$ cat config.mk
export PLATFORM = sky130hd
export DESIGN_NAME = timer_irq_flags_rti
export DESIGN_NICKNAME = d
export VERILOG_FILES = /design/src/timer_irq_pkg.sv /design/src/timer_irq_flags_rti.sv
export VERILOG_INCLUDE_DIRS = /design/src
export SDC_FILE = /design/constraint.sdc
export NUM_CORES = 1
export LEC_CHECK = 0
export ABC_CLOCK_PERIOD_IN_PS = 3050
export CAP_MARGIN = 40
export CORE_MARGIN = 5
export CORE_UTILIZATION = 41
export CTS_CLUSTER_DIAMETER = 30
export CTS_CLUSTER_SIZE = 40
export DETAILED_ROUTE_END_ITERATION = 7
export DONT_BUFFER_PORTS = 1
export SLEW_MARGIN = 25
export SYNTH_ARGS = -nofsm -noshare
export SYNTH_HDL_FRONTEND = slang
export SYNTH_SLANG_ARGS = --single-unit
export TNS_END_PERCENT = 20
$ cat constraint.sdc
create_clock -name i_clk -period 3.05 [get_ports i_clk]
set_input_delay 0.305 -clock i_clk [delete_from_list [all_inputs] [get_ports i_clk]]
set_output_delay 0.305 -clock i_clk [all_outputs]
set_load 0.03 [all_outputs]
$ cat src/timer_irq_map.svh
`ifndef TIMER_IRQ_MAP_SVH
`define TIMER_IRQ_MAP_SVH

// register byte addresses on the bus
`define ADDR_IRQ_ENABLE_ONE 12'h000
`define ADDR_EVENT_FLAGS_ONE 12'h004
`define ADDR_IRQ_ENABLE_TWO 12'h008
`define ADDR_EVENT_FLAGS_TWO 12'h00C
`define ADDR_ACCUM_RATE_CTRL 12'h010
`define ADDR_FREE_COUNTER 12'h014
`define ADDR_MODE_CTRL 12'h018

// field positions
`define FLG2_OVF_BIT 7
`define FLG2_PERIODIC_BIT 6
`define FLG2_ACC_OVF_BIT 5
`define FLG2_ACC_EDGE_BIT 4
`define FLG1_CH45_BIT 3
`define CTRL_CH45_SEL_BIT 2
`define CTRL_RATE_LSB 0
`define FLG1_CMP_LSB 4
`define FLG1_CAP_LSB 0
`define EN2_PRESCALE_LSB 0

// masks of implemented bits
`define EN2_WRITE_MASK 8'hF0
`define FLG2_IMPL_MASK 8'hF0
`define PRESCALE_MASK 8'h03

// reset values
`define EN_ONE_RST 8'h00
`define FLG_RST 8'h00
`define EN_TWO_RST 8'h00
`define CTRL_RST 8'h00
`define COUNT_RST 16'h0000
`define PRESCALE_RST 2'h0
`define BOOT_CNT_RST 7'h00
`define RDATA_RST 32'h0000_0000

// timing
`define PRESCALE_WINDOW 7'h40
`define COUNT_TOP 16'hFFFF
`define PRE_TOP_DIV1 4'h0
`define PRE_TOP_DIV4 4'h3
`define PRE_TOP_DIV8 4'h7
`define PRE_TOP_DIV16 4'hF
`define PERIODIC_BASE_LOG2 13
`define PERIODIC_DIV_W 16

`endif

$ cat src/timer_irq_pkg.sv
package timer_irq_pkg;

   typedef struct packed
   {
      logic [3:0] compare_match;
      logic [2:0] capture_edge;
      logic capture_four;
      logic compare_five;
      logic accum_overflow;
      logic accum_edge;
   } timer_events_s;

   typedef struct packed
   {
      logic [11:0] addr;
      logic write;
      logic [31:0] wdata;
   } apb_req_s;

endpackage : timer_irq_pkg

$ cat src/timer_irq_flags_rti.sv
`timescale 1ns/10ps
`default_nettype none
`include "timer_irq_map.svh"

module timer_irq_flags_rti
(
   input wire logic i_clk,
   input wire logic i_rst,
   input wire logic i_psel,
   input wire logic i_penable,
   input wire logic i_pwrite,
   input wire logic [11:0] i_paddr,
   input wire logic [31:0] i_pwdata,
   input wire logic [3:0] i_pstrb,
   output logic o_pready,
   output logic o_pslverr,
   output logic [31:0] o_prdata,
   input wire timer_irq_pkg::timer_events_s i_events,
   input wire logic i_special_mode,
   output logic [15:0] o_free_running_counter,
   output logic o_counter_tick,
   output logic o_timer_irq
);

   // ==========================================================
   // bus decode
   // ==========================================================
   timer_irq_pkg::apb_req_s req;
   logic wr_en;
   logic [7:0] wbyte;

   assign req = '{addr: i_paddr, write: i_pwrite, wdata: i_pwdata};
   assign wr_en = i_psel & i_penable & req.write & i_pstrb[0];
   assign wbyte = req.wdata[7:0];
   assign o_pready = 1'b1;

   function automatic logic wr_at(input logic [11:0] a);
      wr_at = wr_en && (req.addr == a);
   endfunction : wr_at

   function automatic logic known_addr(input logic [11:0] a);
      known_addr = (a == `ADDR_IRQ_ENABLE_ONE) || (a == `ADDR_EVENT_FLAGS_ONE) ||
                   (a == `ADDR_IRQ_ENABLE_TWO) || (a == `ADDR_EVENT_FLAGS_TWO) ||
                   (a == `ADDR_ACCUM_RATE_CTRL) || (a == `ADDR_FREE_COUNTER) ||
                   (a == `ADDR_MODE_CTRL);
   endfunction : known_addr

   assign o_pslverr = i_psel & i_penable & ~known_addr(req.addr);

   // ==========================================================
   // control registers
   // ==========================================================
   logic [7:0] en_one_r;
   logic [7:0] en_two_r;
   logic [1:0] prescale_r;
   logic [7:0] ctrl_r;
   logic prescale_locked_r;
   logic [6:0] boot_cnt_r;
   logic ch45_sel;
   logic [1:0] rate_sel;

   assign ch45_sel = ctrl_r[`CTRL_CH45_SEL_BIT];
   assign rate_sel = ctrl_r[`CTRL_RATE_LSB +: 2];

   always_ff @(posedge i_clk)
   begin
      if (i_rst)
         en_one_r <= `EN_ONE_RST;
      else if (wr_at(`ADDR_IRQ_ENABLE_ONE))
         en_one_r <= wbyte;
   end

   always_ff @(posedge i_clk)
   begin
      if (i_rst)
         en_two_r <= `EN_TWO_RST;
      else if (wr_at(`ADDR_IRQ_ENABLE_TWO))
         en_two_r <= wbyte & `EN2_WRITE_MASK;
   end

   always_ff @(posedge i_clk)
   begin
      if (i_rst)
         ctrl_r <= `CTRL_RST;
      else if (wr_at(`ADDR_ACCUM_RATE_CTRL))
         ctrl_r <= wbyte;
   end

   // one-shot prescaler window after reset
   always_ff @(posedge i_clk)
   begin
      if (i_rst)
         boot_cnt_r <= `BOOT_CNT_RST;
      else if (boot_cnt_r != `PRESCALE_WINDOW)
         boot_cnt_r <= boot_cnt_r + 7'h01;
   end

   always_ff @(posedge i_clk)
   begin
      if (i_rst)
      begin
         prescale_r <= `PRESCALE_RST;
         prescale_locked_r <= 1'b0;
      end
      else if (wr_at(`ADDR_IRQ_ENABLE_TWO))
      begin
         if (i_special_mode)
            prescale_r <= wbyte[`EN2_PRESCALE_LSB +: 2];
         else if (!prescale_locked_r && boot_cnt_r < `PRESCALE_WINDOW)
         begin
            prescale_r <= wbyte[`EN2_PRESCALE_LSB +: 2];
            prescale_locked_r <= 1'b1;
         end
      end
   end

   // ==========================================================
   // free-running counter and prescaler
   // ==========================================================
   logic [3:0] pre_cnt_r;
   logic [15:0] count_r;
   logic tick;
   logic [3:0] pre_top;

   always_comb
   begin
      unique case (prescale_r)
         2'h0: pre_top = `PRE_TOP_DIV1;
         2'h1: pre_top = `PRE_TOP_DIV4;
         2'h2: pre_top = `PRE_TOP_DIV8;
         2'h3: pre_top = `PRE_TOP_DIV16;
      endcase
   end

   assign tick = (pre_cnt_r >= pre_top);

   always_ff @(posedge i_clk)
   begin
      if (i_rst)
         pre_cnt_r <= 4'h0;
      else if (tick)
         pre_cnt_r <= 4'h0;
      else
         pre_cnt_r <= pre_cnt_r + 4'h1;
   end

   always_ff @(posedge i_clk)
   begin
      if (i_rst)
         count_r <= `COUNT_RST;
      else if (tick)
         count_r <= count_r + 16'h0001;
   end

   logic overflow_evt;
   assign overflow_evt = tick && (count_r == `COUNT_TOP);

   always_ff @(posedge i_clk)
   begin
      if (i_rst)
      begin
         o_free_running_counter <= `COUNT_RST;
         o_counter_tick <= 1'b0;
      end
      else
      begin
         o_free_running_counter <= count_r;
         o_counter_tick <= tick;
      end
   end

   // ==========================================================
   // periodic interrupt divider
   // ==========================================================
   // runs straight off the clock, so prescaler has no effect
   logic [`PERIODIC_DIV_W-1:0] rti_cnt_r;
   logic [`PERIODIC_DIV_W-1:0] rti_top;
   logic rti_evt;

   assign rti_top = `PERIODIC_DIV_W'((32'h1 << (`PERIODIC_BASE_LOG2 + 32'(rate_sel))) - 1);
   assign rti_evt = (rti_cnt_r >= rti_top);

   always_ff @(posedge i_clk)
   begin
      if (i_rst)
         rti_cnt_r <= '0;
      else if (rti_evt)
         rti_cnt_r <= '0;
      else
         rti_cnt_r <= rti_cnt_r + `PERIODIC_DIV_W'(1);
   end

   // ==========================================================
   // event flags
   // ==========================================================
   logic [7:0] flg_one_r;
   logic [7:0] flg_two_r;
   logic [7:0] set_one;
   logic [7:0] set_two;
   logic [7:0] clr_one;
   logic [7:0] clr_two;

   always_comb
   begin
      set_one = 8'h00;
      set_one[`FLG1_CMP_LSB +: 4] = {i_events.compare_match[0], i_events.compare_match[1],
                                     i_events.compare_match[2], i_events.compare_match[3]};
      set_one[`FLG1_CH45_BIT] = ch45_sel ? i_events.capture_four
                                         : i_events.compare_five;
      set_one[`FLG1_CAP_LSB +: 3] = {i_events.capture_edge[0], i_events.capture_edge[1],
                                     i_events.capture_edge[2]};
   end

   always_comb
   begin
      set_two = 8'h00;
      set_two[`FLG2_OVF_BIT] = overflow_evt;
      set_two[`FLG2_PERIODIC_BIT] = rti_evt;
      set_two[`FLG2_ACC_OVF_BIT] = i_events.accum_overflow;
      set_two[`FLG2_ACC_EDGE_BIT] = i_events.accum_edge;
   end

   // process, not assign: the strobe is read inside the function
   always_comb
   begin
      clr_one = wr_at(`ADDR_EVENT_FLAGS_ONE) ? wbyte : 8'h00;
      clr_two = wr_at(`ADDR_EVENT_FLAGS_TWO) ? (wbyte & `FLG2_IMPL_MASK) : 8'h00;
   end

   function automatic logic [7:0] flag_next(input logic [7:0] flg, input logic [7:0] clr,
                                            input logic [7:0] set);
      flag_next = (flg & ~clr) | set;
   endfunction : flag_next

   always_ff @(posedge i_clk)
   begin
      if (i_rst)
         flg_one_r <= `FLG_RST;
      else
         flg_one_r <= flag_next(flg_one_r, clr_one, set_one);
   end

   always_ff @(posedge i_clk)
   begin
      if (i_rst)
         flg_two_r <= `FLG_RST;
      else
         flg_two_r <= flag_next(flg_two_r, clr_two, set_two) & `FLG2_IMPL_MASK;
   end

   // ==========================================================
   // interrupt request
   // ==========================================================
   // bit 3 of enable one serves whichever ch4/5 function is selected
   logic [7:0] pend_one;
   logic [7:0] pend_two;

   assign pend_one = en_one_r & flg_one_r;
   assign pend_two = en_two_r & flg_two_r;

   always_ff @(posedge i_clk)
   begin
      if (i_rst)
         o_timer_irq <= 1'b0;
      else
         o_timer_irq <= |{pend_one, pend_two};
   end

   // ==========================================================
   // read data
   // ==========================================================
   logic [7:0] rd_byte;

   always_comb
   begin
      rd_byte = 8'h00;
      unique case (req.addr)
         `ADDR_IRQ_ENABLE_ONE: rd_byte = en_one_r;
         `ADDR_EVENT_FLAGS_ONE: rd_byte = flg_one_r;
         `ADDR_IRQ_ENABLE_TWO: rd_byte = en_two_r | {6'h00, prescale_r};
         `ADDR_EVENT_FLAGS_TWO: rd_byte = flg_two_r;
         `ADDR_ACCUM_RATE_CTRL: rd_byte = ctrl_r;
         `ADDR_MODE_CTRL: rd_byte = {7'h00, prescale_locked_r};
         default: rd_byte = 8'h00;
      endcase
   end

   always_ff @(posedge i_clk)
   begin
      if (i_rst)
         o_prdata <= `RDATA_RST;
      else if (i_psel && !i_penable && !i_pwrite)
      begin
         if (i_paddr == `ADDR_FREE_COUNTER)
            o_prdata <= {16'h0000, count_r};
         else
            o_prdata <= {24'h000000, rd_byte};
      end
   end

endmodule : timer_irq_flags_rti
`default_nettype wire

# Yosys cells after proc, flatten, opt, wreduce, memory -nomap -nowiden
# Index checks and enable logic that the tools add are counted.
# classes
n_addsub,6
n_lt_le_gt_ge,3
eq_ne,11
n_shift,1
n_mux,8
bitwise_logic,15
n_reduce_logical,26
# ops
cell,count
case mux 8 bit (6 select lines),1
== test 12 x 5 -> 1 bit (second input constant),3
adder 16 x 1 -> 16 bit (second input constant),2
bitwise AND 8 bit,4
== test 12 x 4 -> 1 bit (second input constant),2
== test 16 bit (second input constant),1
greater-or-equal comparator 16 bit,1
two-way mux 16 bit,1
two-way mux 8 bit,2
NOT 8 bit,2
OR 8 bit,2
case mux 4 bit (4 select lines),1
OR reduction 16 bit,1
left shift 1 x 5 -> 16 bit (first input constant),1
subtractor 16 x 1 -> 16 bit (second input constant),1
== test 12 x 3 -> 1 bit (second input constant),1
zero test 12 bit,1
logical AND 1 bit,9
OR 8 x 2 -> 8 bit,1
adder 7 x 1 -> 7 bit (second input constant),1
less-than comparator 7 bit (second input constant),1
!= test 7 bit (second input constant),1
logical OR 1 bit,6
adder 4 x 2 -> 5 bit (first input constant),1
14 further kinds,23
# word_totals
ff_bits,132
input_bits,65
output_inout_bits,52

# Depth between registers and ports, before layout
# depth
ltp_word,9
ltp_mapped,8
depth_no_buf,7

# Worst setup path after synthesis
# Ideal clock, no wire load.
# synth_timing
path_type,reg2reg
from,register prescale_r[1]
to,register count_r[9]
arrival_ps,2295
slack_ps,634
path_stages_with_launch,9
path_buffers,1
path_cell_list,dfxtp_1 -> or2_2 -> ha_1 -> nand2b_1 -> a2111oi_0 -> clkbuf_1 -> nor3b_1 -> nand4_1 -> mux2_2
# synth_between
elab_chain_cells,3
word_cells_on_any_way,6
classes_between,order compare: 1; eq/ne: 3; mux: 1; reduce/logical: 1
# synth_lines
element,line,text
start: declaration,timer_irq_flags_rti.sv:55,logic [1:0] prescale_r;
start signal: assignment,timer_irq_flags_rti.sv:102,prescale_r <= `PRESCALE_RST;
start signal: assignment,timer_irq_flags_rti.sv:108,prescale_r <= wbyte[`EN2_PRESCALE_LSB +: 2];
start signal: assignment,timer_irq_flags_rti.sv:111,prescale_r <= wbyte[`EN2_PRESCALE_LSB +: 2];
"== test 2 bit, or another cell as far along",timer_irq_flags_rti.sv:127,unique case (prescale_r)
case mux 4 bit (4 select lines) (*),timer_irq_flags_rti.sv:127,
greater-or-equal comparator 4 bit (*),timer_irq_flags_rti.sv:135,assign tick = (pre_cnt_r >= pre_top);
end signal: assignment,timer_irq_flags_rti.sv:150,count_r <= `COUNT_RST;
end signal: assignment,timer_irq_flags_rti.sv:152,count_r <= count_r + 16'h0001;
end: declaration,timer_irq_flags_rti.sv:121,logic [15:0] count_r;
# Mark *: on every way between the ends. The rest lies on a longest branch, timed or not.
# A chain may end at the register's enable or synchronous reset.

# Worst setup path after layout
# Same ends and word-level chain as after synthesis.

==> flow_summary.json <==
{
  "status": "completed",
  "yosysUniqueCellTypes": 57,
  "final_cells": 780,
  "die_h_um": 123,
  "leakage_nw": 2.10,
  "initial_utilization_pct": 41.8,
  "power_frac_seq_pct": 54.1,
  "numPortBuffers": 0,
  "p_clk_share_pct": 41.3,
  "irDropWorstVdd_mv": 0.274,
  "p_sw_w": 0.000713,
  "critPathMaxStageDelay_ns": 0.41,
  "ys_seq_area_share_pct": 42.5,
  "swShare_pct": 25.2,
  "n_antenna_cell": 0,
  "fp-row-count": 41,
  "grt_pass1_vias": 4083,
  "clk_latency_ns": 0.36,
  "final_util_pct": 45.4,
  "post-route-period-util_pct": 79.2,
  "worst_ep_required_time_ns": 3.31,
  "globalplace.congestion": 0.896,
  "yosysWarnings": 0,
  "synthCells": 599,
  "crit_path_cell_trace": "or2_2, ha_1, nand2b_1, a2111oi_2, buf_4, nor3b_1, nand4_1, mux2_2",
  "synth_top_area_share_pct": 42.5,
  "grt_pass1_wl_um": 19900,
  "ctsHoldBuffers": 0,
  "synth_area_per_cell_um2": 8.81,
  "grt-ovfl-total": 0,
  "intPower_w": 0.00211,
  "cts-resized-gates": 0,
  "fin_worst_skew_ns": 0.0117,
  "vias": 4111,
  "cts_tree": "built",
  "cp_slowest_cell": "a2111oi_2",
  "wl_um": 12400,
  "via_per_inst": 5.27,
  "r2r_slack_ns": 0.63,
  "core_area_um2": 12600,
  "root_buffer": "clkbuf_16",
  "cp_num_buf_inv": 1,
  "first_iter_violations": 298,
  "ys_ff_latch": 112,
  "crit_arrival_ns": 2.67,
  "post-place-cells": 764,
  "power_frac_comb_pct": 4.5,
  "htree_num_levels": 3,
  "layout-drive-gt1-share_pct": 8.06,
  "slew_violations": 0,
  "rsz0062_at_grt": "false",
  "antenna_found_initial": 0,
  "yosys.area.top_type": "dfxtp_1",
  "fin_ws_ns": 0.633,
  "p_per_area_nw_per_um2": 493,
  "cp_top_family": "simple AND/OR/NAND/NOR gates",
  "synthToLayoutAreaGrowth_pct": 8.54,
  "track_usage_pct": 16.7,
  "maxSlewHeadroom_pct": 48.9,
  "async_reset_ff_share_pct": 0,
  "die_area_um2": 15200,
  "setup_viol": 0,
  "worstMarginPinSlew_ns": 0.763,
  "maxCapViolCount": 0,
  "post-cts-setup-buffer-count": 0,
  "fin_nets": 692,
  "pre_cts_slack_ns": 0.647,
  "ant_nets": 0,
  "synth_area_um2": 5280,
  "criticalPathCategory": "reg2reg",
  "clock-sinks": 112,
  "setup_tns_ns": 0,
  "hold_path.class": "in2reg",
  "synth-edff-count": 0,
  "grt_max_degree": 95,
  "num_io_pins": 117,
  "start_kind": "register",
  "clockBufferDepth": 2,
  "cts_buffers": 9,
  "first_pass_iters": 4,
  "ys_top_cells_by_count": "dfxtp_1 (112), nor2_1 (77), nand2_1 (63)",
  "cp_max_fo": 10,
  "finalHoldViolations": 0,
  "cp-end-kind": "register",
  "die_x_um": 123,
  "synthFlopType": "dfxtp_1",
  "dp_hpwl_um": 9250,
  "clock.fmax_mhz": 414,
  "avgRoutedWirePerCell_um": 15.9,
  "synthTopCellsByArea": "dfxtp_1 (42%), ha_1 (5.7%), nor2_1 (5.5%)",
  "drc": 0,
  "yosysMostFrequentCell": "dfxtp_1",
  "fin_crit_ns": 2.42,
  "path_clk_slew_ns": 0.08
}
## cells in the final DEF (no fill, tap or decap), types with 2 or more instances in the layout
cell and n:
nor2_1 77, dfxtp_1 112, a31oi_1 2, conb_1 28, nand3_1 32, nor3_1 14, nand4_1 10, nand2b_1 6
clkinv_8 2, nor2b_1 17, inv_1 15, o31ai_1 2, mux2_2 11, clkbuf_16 9, nor3b_1 3, buf_4 8
clkinv_4 2, a221oi_1 9, mux2i_1 20, a211oi_1 5, o22ai_1 2, o211ai_1 2, and3_1 5, xnor2_1 19
or2_2 3, and4_1 2, a22o_1 5, a311oi_1 2, or4_4 2, nor4b_1 2, a21oi_1 34, ha_1 24
xor2_1 13, and2_1 3, a32oi_1 3, o21a_1 2, nor4_1 13, o221ai_1 2, nand2_1 63, o21ai_0 2
## worst register-to-register path, delay by kind of cell, from the launching register on
family | cells | cell delay [ns]
flip-flops | 1 | 0.34
adder cells (fa/ha/maj) | 1 | 0.27
multiplexers | 1 | 0.33
AO/OA/AOI/OAI | 1 | 0.41
AND/OR/NAND/NOR | 4 | 0.73
buffers and inverters | 1 | 0.24
## final timing paths
kind	start	end	cells after the start
max	prescale_r[1]$_SDFFE_PP0P_	count_r[9]$_SDFFE_PP0P_	8
min	i_rst	o_free_running_counter[14]$_SDFF_PP0_	1
max reg2reg	prescale_r[1]$_SDFFE_PP0P_	count_r[9]$_SDFFE_PP0P_	8
min reg2reg	en_one_r[1]$_SDFFE_PP0P_	en_one_r[1]$_SDFFE_PP0P_	2
## cell families (layout without fill, tap and decap cells)
logic type / after synthesis / count (layout) / share of synthesized area, %
AND/OR/NAND/NOR: 265 / 265 / 25.0
flip-flops: 112 / 112 / 42.5
AO/OA/AOI/OAI: 77 / 77 / 9.72
buffers and inverters: 56 / 39 / 5.50
XOR/XNOR: 32 / 32 / 5.31
multiplexers: 31 / 31 / 6.14
adder cells (fa/ha/maj): 24 / 24 / 5.69
other: 2 / 28 / 0.142
## per-layer routing
layer	up-vias	track usage, %	share of wire (%)
li1	2055	-	-
met1	1934	21.6	45
met2	108	27.1	46
met3	14	3.16	7.0
met4	0	7.27	2.1
met5	-	0	0
## final cells by class
| cell class | count | area [µm²] |
|---|---|---|
| tap | 172 | 215 |
| multi-input combinational | 457 | 2850 |
| inverter | 15 | 56.3 |
| timing repair buffer | 8 | 60.1 |
| fill | 1288 | 6890 |
| clock buffer | 9 | 225 |
| clock inverter | 7 | 75.1 |
| sequential | 112 | 2240 |
## power groups by stage
stage	registers [W]	logic [W]	clock network, W
6_report	0.00153	0.000128	0.00117
5_1_grt	0.00153	0.000145	0.00125
4_1_cts	0.00153	0.000128	0.00120
3_5_place_dp	0.00156	0.000128	0
3_3_place_gp	0.00156	0.000124	0
2_1_floorplan	0.00155	0.000146	0
## state kept, by name (all words and copies together) (netlist names), 2 cells and up
name / flops
count_r: 16
o_free_running_counter: 16
o_prdata: 16
rti_cnt_r: 16
ctrl_r: 8
en_one_r: 8
flg_one_r: 8
boot_cnt_r: 7
en_two_r: 4
flg_two_r: 4
pre_cnt_r: 4
prescale_r: 2
## through the flow
step / power, W / hold slack [ns] / area [µm²]
final: 0.00283 / 0.0176 / 5730
after global placement: 0.00169 / 0.385 / 5430
after CTS: 0.00285 / 0.00504 / 5730
after global routing: 0.00293 / 0.00558 / 5730
after floorplan: 0.00170 / 0.385 / 5370
after detailed placement: 0.00169 / 0.389 / 5430
Note: power is estimated with default switching activity, not from simulation.
